## src/sfcd_pkg.sv

```systemverilog
// Package for the serial flash command decoder: opcodes, groups and command descriptors.
package sfcd_pkg;

  // ----------------------------------------------------------------
  // Single-byte opcodes
  // ----------------------------------------------------------------
  localparam logic [7:0] OP_PAGE_RD = 8'hD2;
  localparam logic [7:0] OP_CONT_LP = 8'h01;
  localparam logic [7:0] OP_CONT_LF = 8'h03;
  localparam logic [7:0] OP_CONT_HF0 = 8'h0B;
  localparam logic [7:0] OP_CONT_HF1 = 8'h1B;
  localparam logic [7:0] OP_CONT_OLD = 8'hE8;
  localparam logic [7:0] OP_BUF1_RD_LF = 8'hD1;
  localparam logic [7:0] OP_BUF2_RD_LF = 8'hD3;
  localparam logic [7:0] OP_BUF1_RD_HF = 8'hD4;
  localparam logic [7:0] OP_BUF2_RD_HF = 8'hD6;
  localparam logic [7:0] OP_BUF1_WR = 8'h84;
  localparam logic [7:0] OP_BUF2_WR = 8'h87;
  localparam logic [7:0] OP_B1_PGM_ERS = 8'h83;
  localparam logic [7:0] OP_B2_PGM_ERS = 8'h86;
  localparam logic [7:0] OP_B1_PGM_NOE = 8'h88;
  localparam logic [7:0] OP_B2_PGM_NOE = 8'h89;
  localparam logic [7:0] OP_THRU_B1_ERS = 8'h82;
  localparam logic [7:0] OP_THRU_B2_ERS = 8'h85;
  localparam logic [7:0] OP_THRU_B1_NOE = 8'h02;
  localparam logic [7:0] OP_PAGE_ERS = 8'h81;
  localparam logic [7:0] OP_BLOCK_ERS = 8'h50;
  localparam logic [7:0] OP_SECTOR_ERS = 8'h7C;
  localparam logic [7:0] OP_SUSPEND = 8'hB0;
  localparam logic [7:0] OP_RESUME = 8'hD0;
  localparam logic [7:0] OP_PROT_RD = 8'h32;
  localparam logic [7:0] OP_LOCK_RD = 8'h35;
  localparam logic [7:0] OP_SEC_RD = 8'h77;
  localparam logic [7:0] OP_B1_XFER = 8'h53;
  localparam logic [7:0] OP_B2_XFER = 8'h55;
  localparam logic [7:0] OP_B1_CMP = 8'h60;
  localparam logic [7:0] OP_B2_CMP = 8'h61;
  localparam logic [7:0] OP_B1_REWR = 8'h58;
  localparam logic [7:0] OP_B2_REWR = 8'h59;
  localparam logic [7:0] OP_DPD = 8'hB9;
  localparam logic [7:0] OP_DPD_EXIT = 8'hAB;
  localparam logic [7:0] OP_UDPD = 8'h79;
  localparam logic [7:0] OP_STATUS_RD = 8'hD7;
  localparam logic [7:0] OP_ID_RD = 8'h9F;
  localparam logic [7:0] OP_OLD_BUF1_RD = 8'h54;
  localparam logic [7:0] OP_OLD_BUF2_RD = 8'h56;
  localparam logic [7:0] OP_OLD_PAGE_RD = 8'h52;
  localparam logic [7:0] OP_OLD_CONT_RD = 8'h68;
  localparam logic [7:0] OP_OLD_STATUS = 8'h57;

  // ----------------------------------------------------------------
  // Four-byte sequences
  // ----------------------------------------------------------------
  localparam logic [7:0] SQ_ERS_0 = 8'hC7;
  localparam logic [7:0] SQ_ERS_1 = 8'h94;
  localparam logic [7:0] SQ_ERS_2 = 8'h80;
  localparam logic [7:0] SQ_ERS_3 = 8'h9A;
  localparam logic [7:0] SQ_PROT_0 = 8'h3D;
  localparam logic [7:0] SQ_PROT_1 = 8'h2A;
  localparam logic [7:0] SQ_PROT_2 = 8'h7F;
  localparam logic [7:0] SQ_PROT_EN = 8'hA9;
  localparam logic [7:0] SQ_PROT_DIS = 8'h9A;
  localparam logic [7:0] SQ_PROT_ERS = 8'hCF;
  localparam logic [7:0] SQ_PROT_PGM = 8'hFC;
  localparam logic [7:0] SQ_LOCKDOWN = 8'h30;
  localparam logic [7:0] SQ_FRZ_0 = 8'h34;
  localparam logic [7:0] SQ_FRZ_1 = 8'h55;
  localparam logic [7:0] SQ_FRZ_2 = 8'hAA;
  localparam logic [7:0] SQ_FRZ_3 = 8'h40;
  localparam logic [7:0] SQ_SEC_0 = 8'h9B;
  localparam logic [7:0] SQ_ZERO = 8'h00;

  localparam int BIT_COUNT_W = 3;
  localparam int BYTE_COUNT_W = 3;
  localparam logic [2:0] BYTE_SEQ_LAST = 3'h3;

  // ----------------------------------------------------------------
  // Command classes
  // ----------------------------------------------------------------
  typedef enum logic [2:0] {
    SFCD_GRP_NONE = 3'h0,
    SFCD_GRP_READ = 3'h1,
    SFCD_GRP_TIMED = 3'h2,
    SFCD_GRP_LIGHT = 3'h3,
    SFCD_GRP_PROT = 3'h4,
    SFCD_GRP_CTRL = 3'h5
  } sfcd_grp_t;

  typedef enum logic [5:0] {
    SFCD_C_NONE, SFCD_C_PAGE_RD, SFCD_C_CONT_LP, SFCD_C_CONT_LF, SFCD_C_CONT_HF, SFCD_C_CONT_OLD,
    SFCD_C_BUF_RD_LF, SFCD_C_BUF_RD_HF, SFCD_C_PROT_RD, SFCD_C_LOCK_RD, SFCD_C_SEC_RD,
    SFCD_C_BUF_WR, SFCD_C_PGM_ERS, SFCD_C_PGM_NOE, SFCD_C_THRU_ERS, SFCD_C_THRU_NOE,
    SFCD_C_PAGE_ERS, SFCD_C_BLOCK_ERS, SFCD_C_SECTOR_ERS, SFCD_C_CHIP_ERS,
    SFCD_C_XFER, SFCD_C_CMP, SFCD_C_REWR, SFCD_C_SUSPEND, SFCD_C_RESUME,
    SFCD_C_PROT_EN, SFCD_C_PROT_DIS, SFCD_C_PROT_ERS, SFCD_C_PROT_PGM, SFCD_C_LOCKDOWN,
    SFCD_C_FREEZE, SFCD_C_SEC_PGM, SFCD_C_DPD, SFCD_C_DPD_EXIT, SFCD_C_UDPD,
    SFCD_C_STATUS_RD, SFCD_C_ID_RD
  } sfcd_cmd_t;

  // Decoded command as handed to the array engine.
  typedef struct packed {
    sfcd_cmd_t cmd;
    sfcd_grp_t grp;
    logic buf2;
    logic legacy;
    logic suspendable;
  } sfcd_dec_t;

endpackage : sfcd_pkg

```

## src/sfcd_opcode_lut.sv

```systemverilog
// Single-byte opcode lookup for the serial flash command decoder.
`timescale 1ns/1ps
`default_nettype none
module sfcd_opcode_lut (
  input wire logic [7:0] opcode,
  output var sfcd_pkg::sfcd_dec_t dec,
  output logic multi_start
);

  function automatic sfcd_pkg::sfcd_dec_t mk(input sfcd_pkg::sfcd_cmd_t c, input sfcd_pkg::sfcd_grp_t g,
                                             input logic b2, input logic old, input logic sus);
    sfcd_pkg::sfcd_dec_t d;
    d.cmd = c;
    d.grp = g;
    d.buf2 = b2;
    d.legacy = old;
    d.suspendable = sus;
    return d;
  endfunction

  always_comb begin
    multi_start = 1'b0;
    dec = mk(sfcd_pkg::SFCD_C_NONE, sfcd_pkg::SFCD_GRP_NONE, 1'b0, 1'b0, 1'b0);
    case (opcode)
      sfcd_pkg::OP_PAGE_RD: dec = mk(sfcd_pkg::SFCD_C_PAGE_RD, sfcd_pkg::SFCD_GRP_READ, 1'b0, 1'b0, 1'b0);
      sfcd_pkg::OP_CONT_LP: dec = mk(sfcd_pkg::SFCD_C_CONT_LP, sfcd_pkg::SFCD_GRP_READ, 1'b0, 1'b0, 1'b0);
      sfcd_pkg::OP_CONT_LF: dec = mk(sfcd_pkg::SFCD_C_CONT_LF, sfcd_pkg::SFCD_GRP_READ, 1'b0, 1'b0, 1'b0);
      sfcd_pkg::OP_CONT_HF0, sfcd_pkg::OP_CONT_HF1:
        dec = mk(sfcd_pkg::SFCD_C_CONT_HF, sfcd_pkg::SFCD_GRP_READ, 1'b0, 1'b0, 1'b0);
      sfcd_pkg::OP_CONT_OLD: dec = mk(sfcd_pkg::SFCD_C_CONT_OLD, sfcd_pkg::SFCD_GRP_READ, 1'b0, 1'b1, 1'b0);
      sfcd_pkg::OP_BUF1_RD_LF: dec = mk(sfcd_pkg::SFCD_C_BUF_RD_LF, sfcd_pkg::SFCD_GRP_READ, 1'b0, 1'b0, 1'b0);
      sfcd_pkg::OP_BUF2_RD_LF: dec = mk(sfcd_pkg::SFCD_C_BUF_RD_LF, sfcd_pkg::SFCD_GRP_READ, 1'b1, 1'b0, 1'b0);
      sfcd_pkg::OP_BUF1_RD_HF: dec = mk(sfcd_pkg::SFCD_C_BUF_RD_HF, sfcd_pkg::SFCD_GRP_READ, 1'b0, 1'b0, 1'b0);
      sfcd_pkg::OP_BUF2_RD_HF: dec = mk(sfcd_pkg::SFCD_C_BUF_RD_HF, sfcd_pkg::SFCD_GRP_READ, 1'b1, 1'b0, 1'b0);
      sfcd_pkg::OP_PROT_RD: dec = mk(sfcd_pkg::SFCD_C_PROT_RD, sfcd_pkg::SFCD_GRP_READ, 1'b0, 1'b0, 1'b0);
      sfcd_pkg::OP_LOCK_RD: dec = mk(sfcd_pkg::SFCD_C_LOCK_RD, sfcd_pkg::SFCD_GRP_READ, 1'b0, 1'b0, 1'b0);
      sfcd_pkg::OP_SEC_RD: dec = mk(sfcd_pkg::SFCD_C_SEC_RD, sfcd_pkg::SFCD_GRP_READ, 1'b0, 1'b0, 1'b0);
      sfcd_pkg::OP_BUF1_WR: dec = mk(sfcd_pkg::SFCD_C_BUF_WR, sfcd_pkg::SFCD_GRP_LIGHT, 1'b0, 1'b0, 1'b0);
      sfcd_pkg::OP_BUF2_WR: dec = mk(sfcd_pkg::SFCD_C_BUF_WR, sfcd_pkg::SFCD_GRP_LIGHT, 1'b1, 1'b0, 1'b0);
      sfcd_pkg::OP_B1_PGM_ERS: dec = mk(sfcd_pkg::SFCD_C_PGM_ERS, sfcd_pkg::SFCD_GRP_TIMED, 1'b0, 1'b0, 1'b1);
      sfcd_pkg::OP_B2_PGM_ERS: dec = mk(sfcd_pkg::SFCD_C_PGM_ERS, sfcd_pkg::SFCD_GRP_TIMED, 1'b1, 1'b0, 1'b1);
      sfcd_pkg::OP_B1_PGM_NOE: dec = mk(sfcd_pkg::SFCD_C_PGM_NOE, sfcd_pkg::SFCD_GRP_TIMED, 1'b0, 1'b0, 1'b1);
      sfcd_pkg::OP_B2_PGM_NOE: dec = mk(sfcd_pkg::SFCD_C_PGM_NOE, sfcd_pkg::SFCD_GRP_TIMED, 1'b1, 1'b0, 1'b1);
      sfcd_pkg::OP_THRU_B1_ERS: dec = mk(sfcd_pkg::SFCD_C_THRU_ERS, sfcd_pkg::SFCD_GRP_TIMED, 1'b0, 1'b0, 1'b1);
      sfcd_pkg::OP_THRU_B2_ERS: dec = mk(sfcd_pkg::SFCD_C_THRU_ERS, sfcd_pkg::SFCD_GRP_TIMED, 1'b1, 1'b0, 1'b1);
      sfcd_pkg::OP_THRU_B1_NOE: dec = mk(sfcd_pkg::SFCD_C_THRU_NOE, sfcd_pkg::SFCD_GRP_TIMED, 1'b0, 1'b0, 1'b1);
      sfcd_pkg::OP_PAGE_ERS: dec = mk(sfcd_pkg::SFCD_C_PAGE_ERS, sfcd_pkg::SFCD_GRP_TIMED, 1'b0, 1'b0, 1'b1);
      sfcd_pkg::OP_BLOCK_ERS: dec = mk(sfcd_pkg::SFCD_C_BLOCK_ERS, sfcd_pkg::SFCD_GRP_TIMED, 1'b0, 1'b0, 1'b1);
      sfcd_pkg::OP_SECTOR_ERS: dec = mk(sfcd_pkg::SFCD_C_SECTOR_ERS, sfcd_pkg::SFCD_GRP_TIMED, 1'b0, 1'b0, 1'b1);
      sfcd_pkg::OP_B1_XFER: dec = mk(sfcd_pkg::SFCD_C_XFER, sfcd_pkg::SFCD_GRP_TIMED, 1'b0, 1'b0, 1'b0);
      sfcd_pkg::OP_B2_XFER: dec = mk(sfcd_pkg::SFCD_C_XFER, sfcd_pkg::SFCD_GRP_TIMED, 1'b1, 1'b0, 1'b0);
      sfcd_pkg::OP_B1_CMP: dec = mk(sfcd_pkg::SFCD_C_CMP, sfcd_pkg::SFCD_GRP_TIMED, 1'b0, 1'b0, 1'b0);
      sfcd_pkg::OP_B2_CMP: dec = mk(sfcd_pkg::SFCD_C_CMP, sfcd_pkg::SFCD_GRP_TIMED, 1'b1, 1'b0, 1'b0);
      sfcd_pkg::OP_B1_REWR: dec = mk(sfcd_pkg::SFCD_C_REWR, sfcd_pkg::SFCD_GRP_TIMED, 1'b0, 1'b0, 1'b0);
      sfcd_pkg::OP_B2_REWR: dec = mk(sfcd_pkg::SFCD_C_REWR, sfcd_pkg::SFCD_GRP_TIMED, 1'b1, 1'b0, 1'b0);
      sfcd_pkg::OP_SUSPEND: dec = mk(sfcd_pkg::SFCD_C_SUSPEND, sfcd_pkg::SFCD_GRP_CTRL, 1'b0, 1'b0, 1'b0);
      sfcd_pkg::OP_RESUME: dec = mk(sfcd_pkg::SFCD_C_RESUME, sfcd_pkg::SFCD_GRP_CTRL, 1'b0, 1'b0, 1'b0);
      sfcd_pkg::OP_DPD: dec = mk(sfcd_pkg::SFCD_C_DPD, sfcd_pkg::SFCD_GRP_CTRL, 1'b0, 1'b0, 1'b0);
      sfcd_pkg::OP_DPD_EXIT: dec = mk(sfcd_pkg::SFCD_C_DPD_EXIT, sfcd_pkg::SFCD_GRP_CTRL, 1'b0, 1'b0, 1'b0);
      sfcd_pkg::OP_UDPD: dec = mk(sfcd_pkg::SFCD_C_UDPD, sfcd_pkg::SFCD_GRP_CTRL, 1'b0, 1'b0, 1'b0);
      sfcd_pkg::OP_STATUS_RD: dec = mk(sfcd_pkg::SFCD_C_STATUS_RD, sfcd_pkg::SFCD_GRP_LIGHT, 1'b0, 1'b0, 1'b0);
      sfcd_pkg::OP_ID_RD: dec = mk(sfcd_pkg::SFCD_C_ID_RD, sfcd_pkg::SFCD_GRP_LIGHT, 1'b0, 1'b0, 1'b0);
      sfcd_pkg::OP_OLD_BUF1_RD: dec = mk(sfcd_pkg::SFCD_C_BUF_RD_LF, sfcd_pkg::SFCD_GRP_READ, 1'b0, 1'b1, 1'b0);
      sfcd_pkg::OP_OLD_BUF2_RD: dec = mk(sfcd_pkg::SFCD_C_BUF_RD_LF, sfcd_pkg::SFCD_GRP_READ, 1'b1, 1'b1, 1'b0);
      sfcd_pkg::OP_OLD_PAGE_RD: dec = mk(sfcd_pkg::SFCD_C_PAGE_RD, sfcd_pkg::SFCD_GRP_READ, 1'b0, 1'b1, 1'b0);
      sfcd_pkg::OP_OLD_CONT_RD: dec = mk(sfcd_pkg::SFCD_C_CONT_OLD, sfcd_pkg::SFCD_GRP_READ, 1'b0, 1'b1, 1'b0);
      sfcd_pkg::OP_OLD_STATUS: dec = mk(sfcd_pkg::SFCD_C_STATUS_RD, sfcd_pkg::SFCD_GRP_LIGHT, 1'b0, 1'b1, 1'b0);
      sfcd_pkg::SQ_ERS_0, sfcd_pkg::SQ_PROT_0, sfcd_pkg::SQ_FRZ_0, sfcd_pkg::SQ_SEC_0: multi_start = 1'b1;
      default: ;
    endcase
  end

endmodule : sfcd_opcode_lut
`default_nettype wire

```

## src/sfcd_decoder.sv

```systemverilog
// Top of the serial flash command decoder: SPI byte capture, sequences and concurrency gate.
//
// Summary of operation
// Host starts nothing while a read runs.
// Accept buffer write, status, ID while timed.
// Host writes only the idle buffer; the decoder accepts a buffer write to either buffer while timed.
// Only status read during protection timed phase.
// B0h suspends program/erase; D0h resumes them.
// All reads accepted while suspended.
// D2h page read, 01h and 03h continuous.
// 0Bh/1Bh fast continuous; E8h older read.
// Buffer reads D1h/D3h slow, D4h/D6h fast.
// 84h/87h write buffer one/two.
// 83h/86h buffer program with erase.
// 88h/89h buffer program without erase.
// 82h/85h program through buffer; 02h too.
// C7h,94h,80h,9Ah chip erase; 81h/50h/7Ch.
// 3Dh,2Ah,7Fh then A9h/9Ah protection on/off.
// Prefix then CFh/FCh/30h register ops.
// 32h/35h/77h read protection, lockdown, security.
// Freeze sequence and security program sequence.
// 53h/55h transfer, 60h/61h compare.
// 58h/59h automatic page rewrite.
// B9h/ABh deep power-down; 79h ultra-deep.
// D7h status, 9Fh ID, older opcodes kept.
`timescale 1ns/1ps
`default_nettype none
module sfcd_decoder (
  input wire logic core_clk,
  input wire logic rst_n,
  input wire logic spi_cs_n,
  input wire logic spi_sck,
  input wire logic spi_si,
  input wire logic op_busy,
  input wire logic op_done,
  output var sfcd_pkg::sfcd_dec_t cmd_out,
  output logic cmd_valid,
  output logic cmd_reject,
  output logic timed_busy,
  output logic suspended,
  output logic prot_busy,
  output logic read_active,
  output logic active_buf2,
  output logic deep_pd,
  output logic ultra_pd
);

  // ----------------------------------------------------------------
  // State
  // ----------------------------------------------------------------
  typedef enum logic [2:0] {
    SFCD_ENG_IDLE = 3'b001,
    SFCD_ENG_TIMED = 3'b010,
    SFCD_ENG_SUSP = 3'b100
  } sfcd_eng_t;

  typedef struct packed {
    logic [2:0] cs_sync;
    logic [2:0] sck_sync;
    logic [1:0] si_sync;
    logic [7:0] shift;
    logic [2:0] bit_cnt;
    logic [2:0] byte_cnt;
    logic [7:0] first;
    logic seq_ok;
    logic read_on;
    sfcd_eng_t eng;
    logic eng_susp_ok;
    logic eng_prot;
    logic eng_buf2;
    sfcd_pkg::sfcd_dec_t out;
    logic valid;
    logic reject;
    logic dpd;
    logic udpd;
  } sfcd_state_t;

  sfcd_state_t st_reg;
  sfcd_state_t st_next;
  sfcd_pkg::sfcd_dec_t lut_dec;
  logic lut_multi;
  logic [7:0] byte_now;

  sfcd_opcode_lut u_lut (
    .opcode(byte_now),
    .dec(lut_dec),
    .multi_start(lut_multi)
  );

  assign byte_now = {st_reg.shift[6:0], st_reg.si_sync[1]};

  // Second and third bytes of each four-byte sequence, keyed by its first byte.
  function automatic logic seq_byte_ok(input logic [7:0] first, input logic [2:0] idx, input logic [7:0] b);
    logic ok;
    ok = 1'b0;
    unique case (first)
      sfcd_pkg::SQ_ERS_0: ok = (idx == 3'h1) ? (b == sfcd_pkg::SQ_ERS_1) : (b == sfcd_pkg::SQ_ERS_2);
      sfcd_pkg::SQ_PROT_0: ok = (idx == 3'h1) ? (b == sfcd_pkg::SQ_PROT_1) : (b == sfcd_pkg::SQ_PROT_2);
      sfcd_pkg::SQ_FRZ_0: ok = (idx == 3'h1) ? (b == sfcd_pkg::SQ_FRZ_1) : (b == sfcd_pkg::SQ_FRZ_2);
      sfcd_pkg::SQ_SEC_0: ok = (b == sfcd_pkg::SQ_ZERO);
      default: ok = 1'b0;
    endcase
    return ok;
  endfunction

  // Final byte of a four-byte sequence into a command descriptor.
  function automatic sfcd_pkg::sfcd_dec_t seq_final(input logic [7:0] first, input logic [7:0] b);
    sfcd_pkg::sfcd_dec_t d;
    d = '0;
    d.cmd = sfcd_pkg::SFCD_C_NONE;
    d.grp = sfcd_pkg::SFCD_GRP_PROT;
    unique case (first)
      sfcd_pkg::SQ_ERS_0: begin
        if (b == sfcd_pkg::SQ_ERS_3) begin
          d.cmd = sfcd_pkg::SFCD_C_CHIP_ERS;
          d.grp = sfcd_pkg::SFCD_GRP_TIMED;
          d.suspendable = 1'b1;
        end
      end
      sfcd_pkg::SQ_PROT_0: begin
        unique case (b)
          sfcd_pkg::SQ_PROT_EN: d.cmd = sfcd_pkg::SFCD_C_PROT_EN;
          sfcd_pkg::SQ_PROT_DIS: d.cmd = sfcd_pkg::SFCD_C_PROT_DIS;
          sfcd_pkg::SQ_PROT_ERS: d.cmd = sfcd_pkg::SFCD_C_PROT_ERS;
          sfcd_pkg::SQ_PROT_PGM: d.cmd = sfcd_pkg::SFCD_C_PROT_PGM;
          sfcd_pkg::SQ_LOCKDOWN: d.cmd = sfcd_pkg::SFCD_C_LOCKDOWN;
          default: d.cmd = sfcd_pkg::SFCD_C_NONE;
        endcase
      end
      sfcd_pkg::SQ_FRZ_0: begin
        if (b == sfcd_pkg::SQ_FRZ_3) begin
          d.cmd = sfcd_pkg::SFCD_C_FREEZE;
        end
      end
      sfcd_pkg::SQ_SEC_0: begin
        if (b == sfcd_pkg::SQ_ZERO) begin
          d.cmd = sfcd_pkg::SFCD_C_SEC_PGM;
        end
      end
      default: d.cmd = sfcd_pkg::SFCD_C_NONE;
    endcase
    if (d.cmd == sfcd_pkg::SFCD_C_NONE) begin
      d.grp = sfcd_pkg::SFCD_GRP_NONE;
    end
    return d;
  endfunction

  // Whether a decoded command may start in the present engine state.
  function automatic logic allowed(input sfcd_pkg::sfcd_dec_t d, input sfcd_eng_t eng, input logic prot,
                                   input logic susp_ok, input logic dpd);
    logic ok;
    ok = 1'b0;
    if (dpd) begin
      ok = (d.cmd == sfcd_pkg::SFCD_C_DPD_EXIT);
    end else begin
      unique case (eng)
        SFCD_ENG_IDLE: ok = (d.cmd != sfcd_pkg::SFCD_C_RESUME) && (d.cmd != sfcd_pkg::SFCD_C_SUSPEND);
        SFCD_ENG_TIMED: begin
          if (prot) begin
            ok = (d.cmd == sfcd_pkg::SFCD_C_STATUS_RD);
          end else begin
            ok = (d.grp == sfcd_pkg::SFCD_GRP_LIGHT)
                 || ((d.cmd == sfcd_pkg::SFCD_C_SUSPEND) && susp_ok);
          end
        end
        SFCD_ENG_SUSP: ok = (d.grp == sfcd_pkg::SFCD_GRP_READ)
                            || (d.grp == sfcd_pkg::SFCD_GRP_LIGHT) || (d.cmd == sfcd_pkg::SFCD_C_RESUME);
        default: ok = 1'b0;
      endcase
    end
    return ok;
  endfunction

  // ----------------------------------------------------------------
  // Next state
  // ----------------------------------------------------------------
  logic sck_rise;
  logic cs_open;
  logic byte_done;
  sfcd_pkg::sfcd_dec_t cand;
  logic cand_valid;

  always_comb begin
    st_next = st_reg;
    st_next.valid = 1'b0;
    st_next.reject = 1'b0;
    st_next.cs_sync = {st_reg.cs_sync[1:0], spi_cs_n};
    st_next.sck_sync = {st_reg.sck_sync[1:0], spi_sck};
    st_next.si_sync = {st_reg.si_sync[0], spi_si};
    // Only the second and third stages are read, so metastability settles first.
    sck_rise = st_reg.sck_sync[1] && !st_reg.sck_sync[2];
    cs_open = !st_reg.cs_sync[1];
    byte_done = cs_open && sck_rise && (st_reg.bit_cnt == 3'h7);
    cand = lut_dec;
    cand_valid = 1'b0;

    if (!cs_open) begin
      st_next.bit_cnt = '0;
      st_next.byte_cnt = '0;
      st_next.seq_ok = 1'b0;
      // A read ends only when chip select rises.
      st_next.read_on = 1'b0;
    end else if (sck_rise) begin
      st_next.shift = byte_now;
      st_next.bit_cnt = st_reg.bit_cnt + 3'h1;
    end

    if (byte_done && !st_reg.read_on) begin
      if (st_reg.byte_cnt == 3'h0) begin
        st_next.first = byte_now;
        st_next.seq_ok = lut_multi;
        st_next.byte_cnt = 3'h1;
        cand_valid = !lut_multi;
      end else if (st_reg.byte_cnt < sfcd_pkg::BYTE_SEQ_LAST) begin
        st_next.seq_ok = st_reg.seq_ok && seq_byte_ok(st_reg.first, st_reg.byte_cnt, byte_now);
        st_next.byte_cnt = st_reg.byte_cnt + 3'h1;
      end else if (st_reg.byte_cnt == sfcd_pkg::BYTE_SEQ_LAST) begin
        // Only a complete, exact sequence produces a command; anything else is dropped.
        cand = seq_final(st_reg.first, byte_now);
        cand_valid = st_reg.seq_ok && (cand.cmd != sfcd_pkg::SFCD_C_NONE);
        st_next.byte_cnt = 3'h4;
      end
    end

    if (cand_valid && cand.cmd != sfcd_pkg::SFCD_C_NONE) begin
      if (allowed(cand, st_reg.eng, st_reg.eng_prot, st_reg.eng_susp_ok, st_reg.dpd)) begin
        st_next.out = cand;
        st_next.valid = 1'b1;
        st_next.read_on = (cand.grp == sfcd_pkg::SFCD_GRP_READ);
        unique case (cand.cmd)
          sfcd_pkg::SFCD_C_SUSPEND: st_next.eng = SFCD_ENG_SUSP;
          sfcd_pkg::SFCD_C_RESUME: st_next.eng = SFCD_ENG_TIMED;
          sfcd_pkg::SFCD_C_DPD: st_next.dpd = 1'b1;
          sfcd_pkg::SFCD_C_DPD_EXIT: st_next.dpd = 1'b0;
          sfcd_pkg::SFCD_C_UDPD: st_next.udpd = 1'b1;
          default: begin
            if (cand.grp == sfcd_pkg::SFCD_GRP_TIMED || cand.grp == sfcd_pkg::SFCD_GRP_PROT) begin
              st_next.eng = SFCD_ENG_TIMED;
              st_next.eng_prot = (cand.grp == sfcd_pkg::SFCD_GRP_PROT);
              st_next.eng_susp_ok = cand.suspendable;
              st_next.eng_buf2 = cand.buf2;
            end
          end
        endcase
      end else begin
        st_next.reject = 1'b1;
      end
    end

    // Completion from the array engine; a suspended operation cannot finish.
    if (op_done && st_reg.eng == SFCD_ENG_TIMED) begin
      st_next.eng = SFCD_ENG_IDLE;
      st_next.eng_prot = 1'b0;
      st_next.eng_susp_ok = 1'b0;
    end
    // Ultra-deep power-down is left only by a reset, since no opcode wakes it.
    if (st_reg.udpd) begin
      st_next.valid = 1'b0;
      st_next.reject = 1'b0;
      st_next.eng = st_reg.eng;
      st_next.out = st_reg.out;
      st_next.udpd = 1'b1;
    end
  end

  always_ff @(posedge core_clk) begin
    if (!rst_n) begin
      st_reg <= '0;
      st_reg.cs_sync <= 3'h7;
      st_reg.eng <= SFCD_ENG_IDLE;
      st_reg.out.cmd <= sfcd_pkg::SFCD_C_NONE;
      st_reg.out.grp <= sfcd_pkg::SFCD_GRP_NONE;
    end else begin
      st_reg <= st_next;
    end
  end

  // ----------------------------------------------------------------
  // Outputs
  // ----------------------------------------------------------------
  assign cmd_out = st_reg.out;
  assign cmd_valid = st_reg.valid;
  assign cmd_reject = st_reg.reject;
  assign timed_busy = (st_reg.eng == SFCD_ENG_TIMED) || op_busy;
  assign suspended = (st_reg.eng == SFCD_ENG_SUSP);
  assign prot_busy = st_reg.eng_prot;
  assign read_active = st_reg.read_on;
  assign active_buf2 = st_reg.eng_buf2;
  assign deep_pd = st_reg.dpd;
  assign ultra_pd = st_reg.udpd;

endmodule : sfcd_decoder
`default_nettype wire

```

## config.mk

```make
export PLATFORM = sky130hd
export DESIGN_NAME = sfcd_decoder
export DESIGN_NICKNAME = d
export VERILOG_FILES = /design/src/sfcd_pkg.sv /design/src/sfcd_opcode_lut.sv /design/src/sfcd_decoder.sv
export SDC_FILE = /design/constraint.sdc
export NUM_CORES = 1
export LEC_CHECK = 0
export ABC_CLOCK_PERIOD_IN_PS = 3800
export BUFFER_PORTS_ARGS = -buffer_cell sky130_fd_sc_hd__buf_2
export CAP_MARGIN = 20
export CELL_PAD_IN_SITES_DETAIL_PLACEMENT = 1
export CELL_PAD_IN_SITES_GLOBAL_PLACEMENT = 1
export CORE_UTILIZATION = 30
export DETAILED_ROUTE_END_ITERATION = 6
export PLACE_DENSITY = 0.67
export SLEW_MARGIN = 10
export SYNTH_ARGS = -nofsm -noshare
export SYNTH_HDL_FRONTEND = slang
export SYNTH_HIERARCHICAL = 1
export SYNTH_SLANG_ARGS = --single-unit
```

## constraint.sdc

```tcl
create_clock -name core_clk -period 3.8 [get_ports core_clk]
set_clock_uncertainty 0.05 [all_clocks]
set_input_delay 0.19 -clock core_clk [delete_from_list [all_inputs] [get_ports core_clk]]
set_output_delay 0.19 -clock core_clk [all_outputs]
set_load 0.01 [all_outputs]
```

==> impl_metrics.ini <==
[sta]
slew_violations = 0
period_needed_ps = 3651
clock.fmax_mhz = 273.9
worst_slack_ps = 149.0
tns_ps = 0
worst-slew-pin-transition_ps = 1065
holdWs_ps = 24.43
max_slew_margin_pct = 28.95
min_period_over_period_pct = 96.08
hold_viol_final = 0
setup_violations = 0
rsz0062_at_grt = no

[routing]
viasPerCell = 5.764
vias = 4346
drtIter0Drc = 386
drc = 0
wirelength_um = 14100
antenna_left = 0
wl_per_cell_um = 18.70
firstDrtPassIters = 4

[setup_path]
critPathArrivalTime_ps = 3790
endpoint_kind = flop
startpoint = byte_now[5]
required_ps = 3940
critPathLaunchType = flop
critical_path_class = reg -> reg
rr_startpoint = byte_now[5]
regToRegSetupSlack_ps = 150
cp_max_fo = 17

[yosys]
ys_warn_count = 6
syn_inst = 535
ys_seq_elements = 52
ys_top_cells_by_area = dfxtp_1 25%, a21oi_1 5.0%, nand3_1 4.6%
ys_async_sr_fraction_pct = 0
synthXorXnorAreaFrac_pct = 1.057
synth_compound_area_share_pct = 23.13
synth_top_family_by_area = simple AND/OR/NAND/NOR gates
synth_flop_cell = dfxtp_1
synthMuxAreaShare_pct = 4.348
syn_area_sq_um = 4144
syn_nets = 548
synth_edf_count = 0
synthAdderAreaFrac_pct = 2.053
synth_area_leader_cell = dfxtp_1
synth.distinct_cells = 80
synth_top_area_share_pct = 25.12
seq_area_frac_synth_pct = 25.12
synth.avg_cell_area_sq_um = 7.746
yosys.area_share.simple_pct = 34.30

[global_routing]
grt_usage_pct = 20.01
grt_max_degree = 30
grt_antenna_before_repair = 0
grt_first_pass_wirelength_um = 23090
grt.overflow.total = 0
grt_pass1_vias = 4337

[die]
die_height_um = 119.5
io_pins = 28
start_util_pct = 31.05
die_w_um = 119.5
dieArea_sq_um = 14290
core_sq_um = 13350
rows = 42

[flow_run]
cap_violations = 0

[cts]
cts_inserted_buffers = 5
cts_tree = done
path_clk_slew_ps = 80
clk_path_buf_depth = 2
root_buffer = clkbuf_16
ctsHoldBuffers = 0
cts.sinks = 52
h-tree-depth = 2
worstSkewPairLatency_ps = 300
cts_post_setup_buffers_inserted = 0

[power]
p_leak_nw = 1.787
power_mw = 1.083
vdd_ir_drop_max_mv = 0.2246
power_density_nw_per_um2 = 225.2

[cells_and_area]
layout_commonest_cell = buf_4
final_util_pct = 36.03
final_cell_mix = 63 x buf_4, 44 x dfxtp_1, 43 x nand2_1
fin_nets = 590
drive_above_1_share_pct = 23.18
syn_to_final_growth_pct = 16.06
final_cell_area_sq_um = 4810
largest_reg_flops = 20
n_antenna_cell = 0
fin_cells = 754

[worst_hold_path]
hold_class = in -> reg
hp-start = spi_cs_n

[place]
postPlaceCellArea_sq_um = 4607
gp_congestion = 0.8839
dp_hpwl_um = 10770
pre_cts_ws_ps = -118.6
dp.cells = 746
port_buffers = 27

[outcome]
outcome = finished, final reports clean
-- where the power goes --
part           total, mW  switching [mW]  internal, mW
sequential         0.549         0.00285         0.546
combinational     0.0402          0.0262        0.0140
clock              0.494           0.243         0.251
total               1.08           0.272         0.811
-- cells in the mapped netlist (4+ instances only) --
cell type and instances:
nand4b_1 6, clkbuf_1 7, xnor2_1 4, a31oi_1 9, ha_1 6, a211oi_1 10
or2_2 4, inv_1 13, nor3_1 20, dfxtp_1 52, a21o_1 8, and2_1 8
buf_4 21, nand2_1 43, a21oi_1 41, buf_2 16, o21ai_0 25, nand4_1 11
and3_1 4, nor2b_1 13, o22ai_1 5, or3_1 5, buf_6 8, o211ai_1 6
and4b_1 4, nand4bb_1 4, nand3_1 38, nor4_1 6, nor2_1 34, nor3b_1 6
mux2i_1 18, or4_1 5, nand2b_1 6
-- cells by family (layout without fill, tap and decap cells) --
family	count (synthesis)	in the layout
compound gates	144	144
xor+xnor	5	5
fa+ha+maj	7	7
buf+inv	68	111
flops	52	52
mux	18	18
simple gates	241	241
-- path summary, 6_finish.rpt --
kind                  to  depth (start not counted)
min reg2reg  st_next[53]                          1
max reg2reg    prot_busy                         14
min          st_next[52]                          2
max            prot_busy                         14
-- layout make-up --
type	instances	area, sq um
Inverter	13	48.80
Tap cell	176	220.2
Sequential cell	52	1056
Fill cell	1652	8538
Clock inverter	3	27.53
Multi-Input combinational cell	415	2724
Timing Repair Buffer	90	608.1
Clock buffer	5	125.1
-- routing by layer --
| layer | wire length [um] | GRT usage (%) | vias to the layer above | share of wire, % |
|---|---|---|---|---|
| li1 | - | - | 2076 | - |
| met1 | 6552 | 26.88 | 2152 | 46 |
| met2 | 6645 | 33.20 | 100 | 47 |
| met3 | 683 | 3.279 | 18 | 4.8 |
| met4 | 219 | 4.922 | 0 | 1.6 |
| met5 | 0 | 0 | - | 0 |
-- critical path, stage by stage, from the launching register on --
cell,delay [ps]
dfxtp_2,530
buf_4,210
and4bb_1,200
buf_4,160
nand3_1,90
o311a_1,220
o211ai_1,260
nand2b_1,160
a21oi_1,50
o221ai_1,210
and4b_1,270
or2_1,260
or4_1,590
o21ai_0,200
a21oi_1,80
-- what timing repair did --
| item | in CTS | in global routing |
|---|---|---|
| setup endpoints to repair | 19 | 21 |
| pin swaps | 0 | 1 |
| gates resized for setup | 4 | 17 |
(Power assumes the default switching activity.)
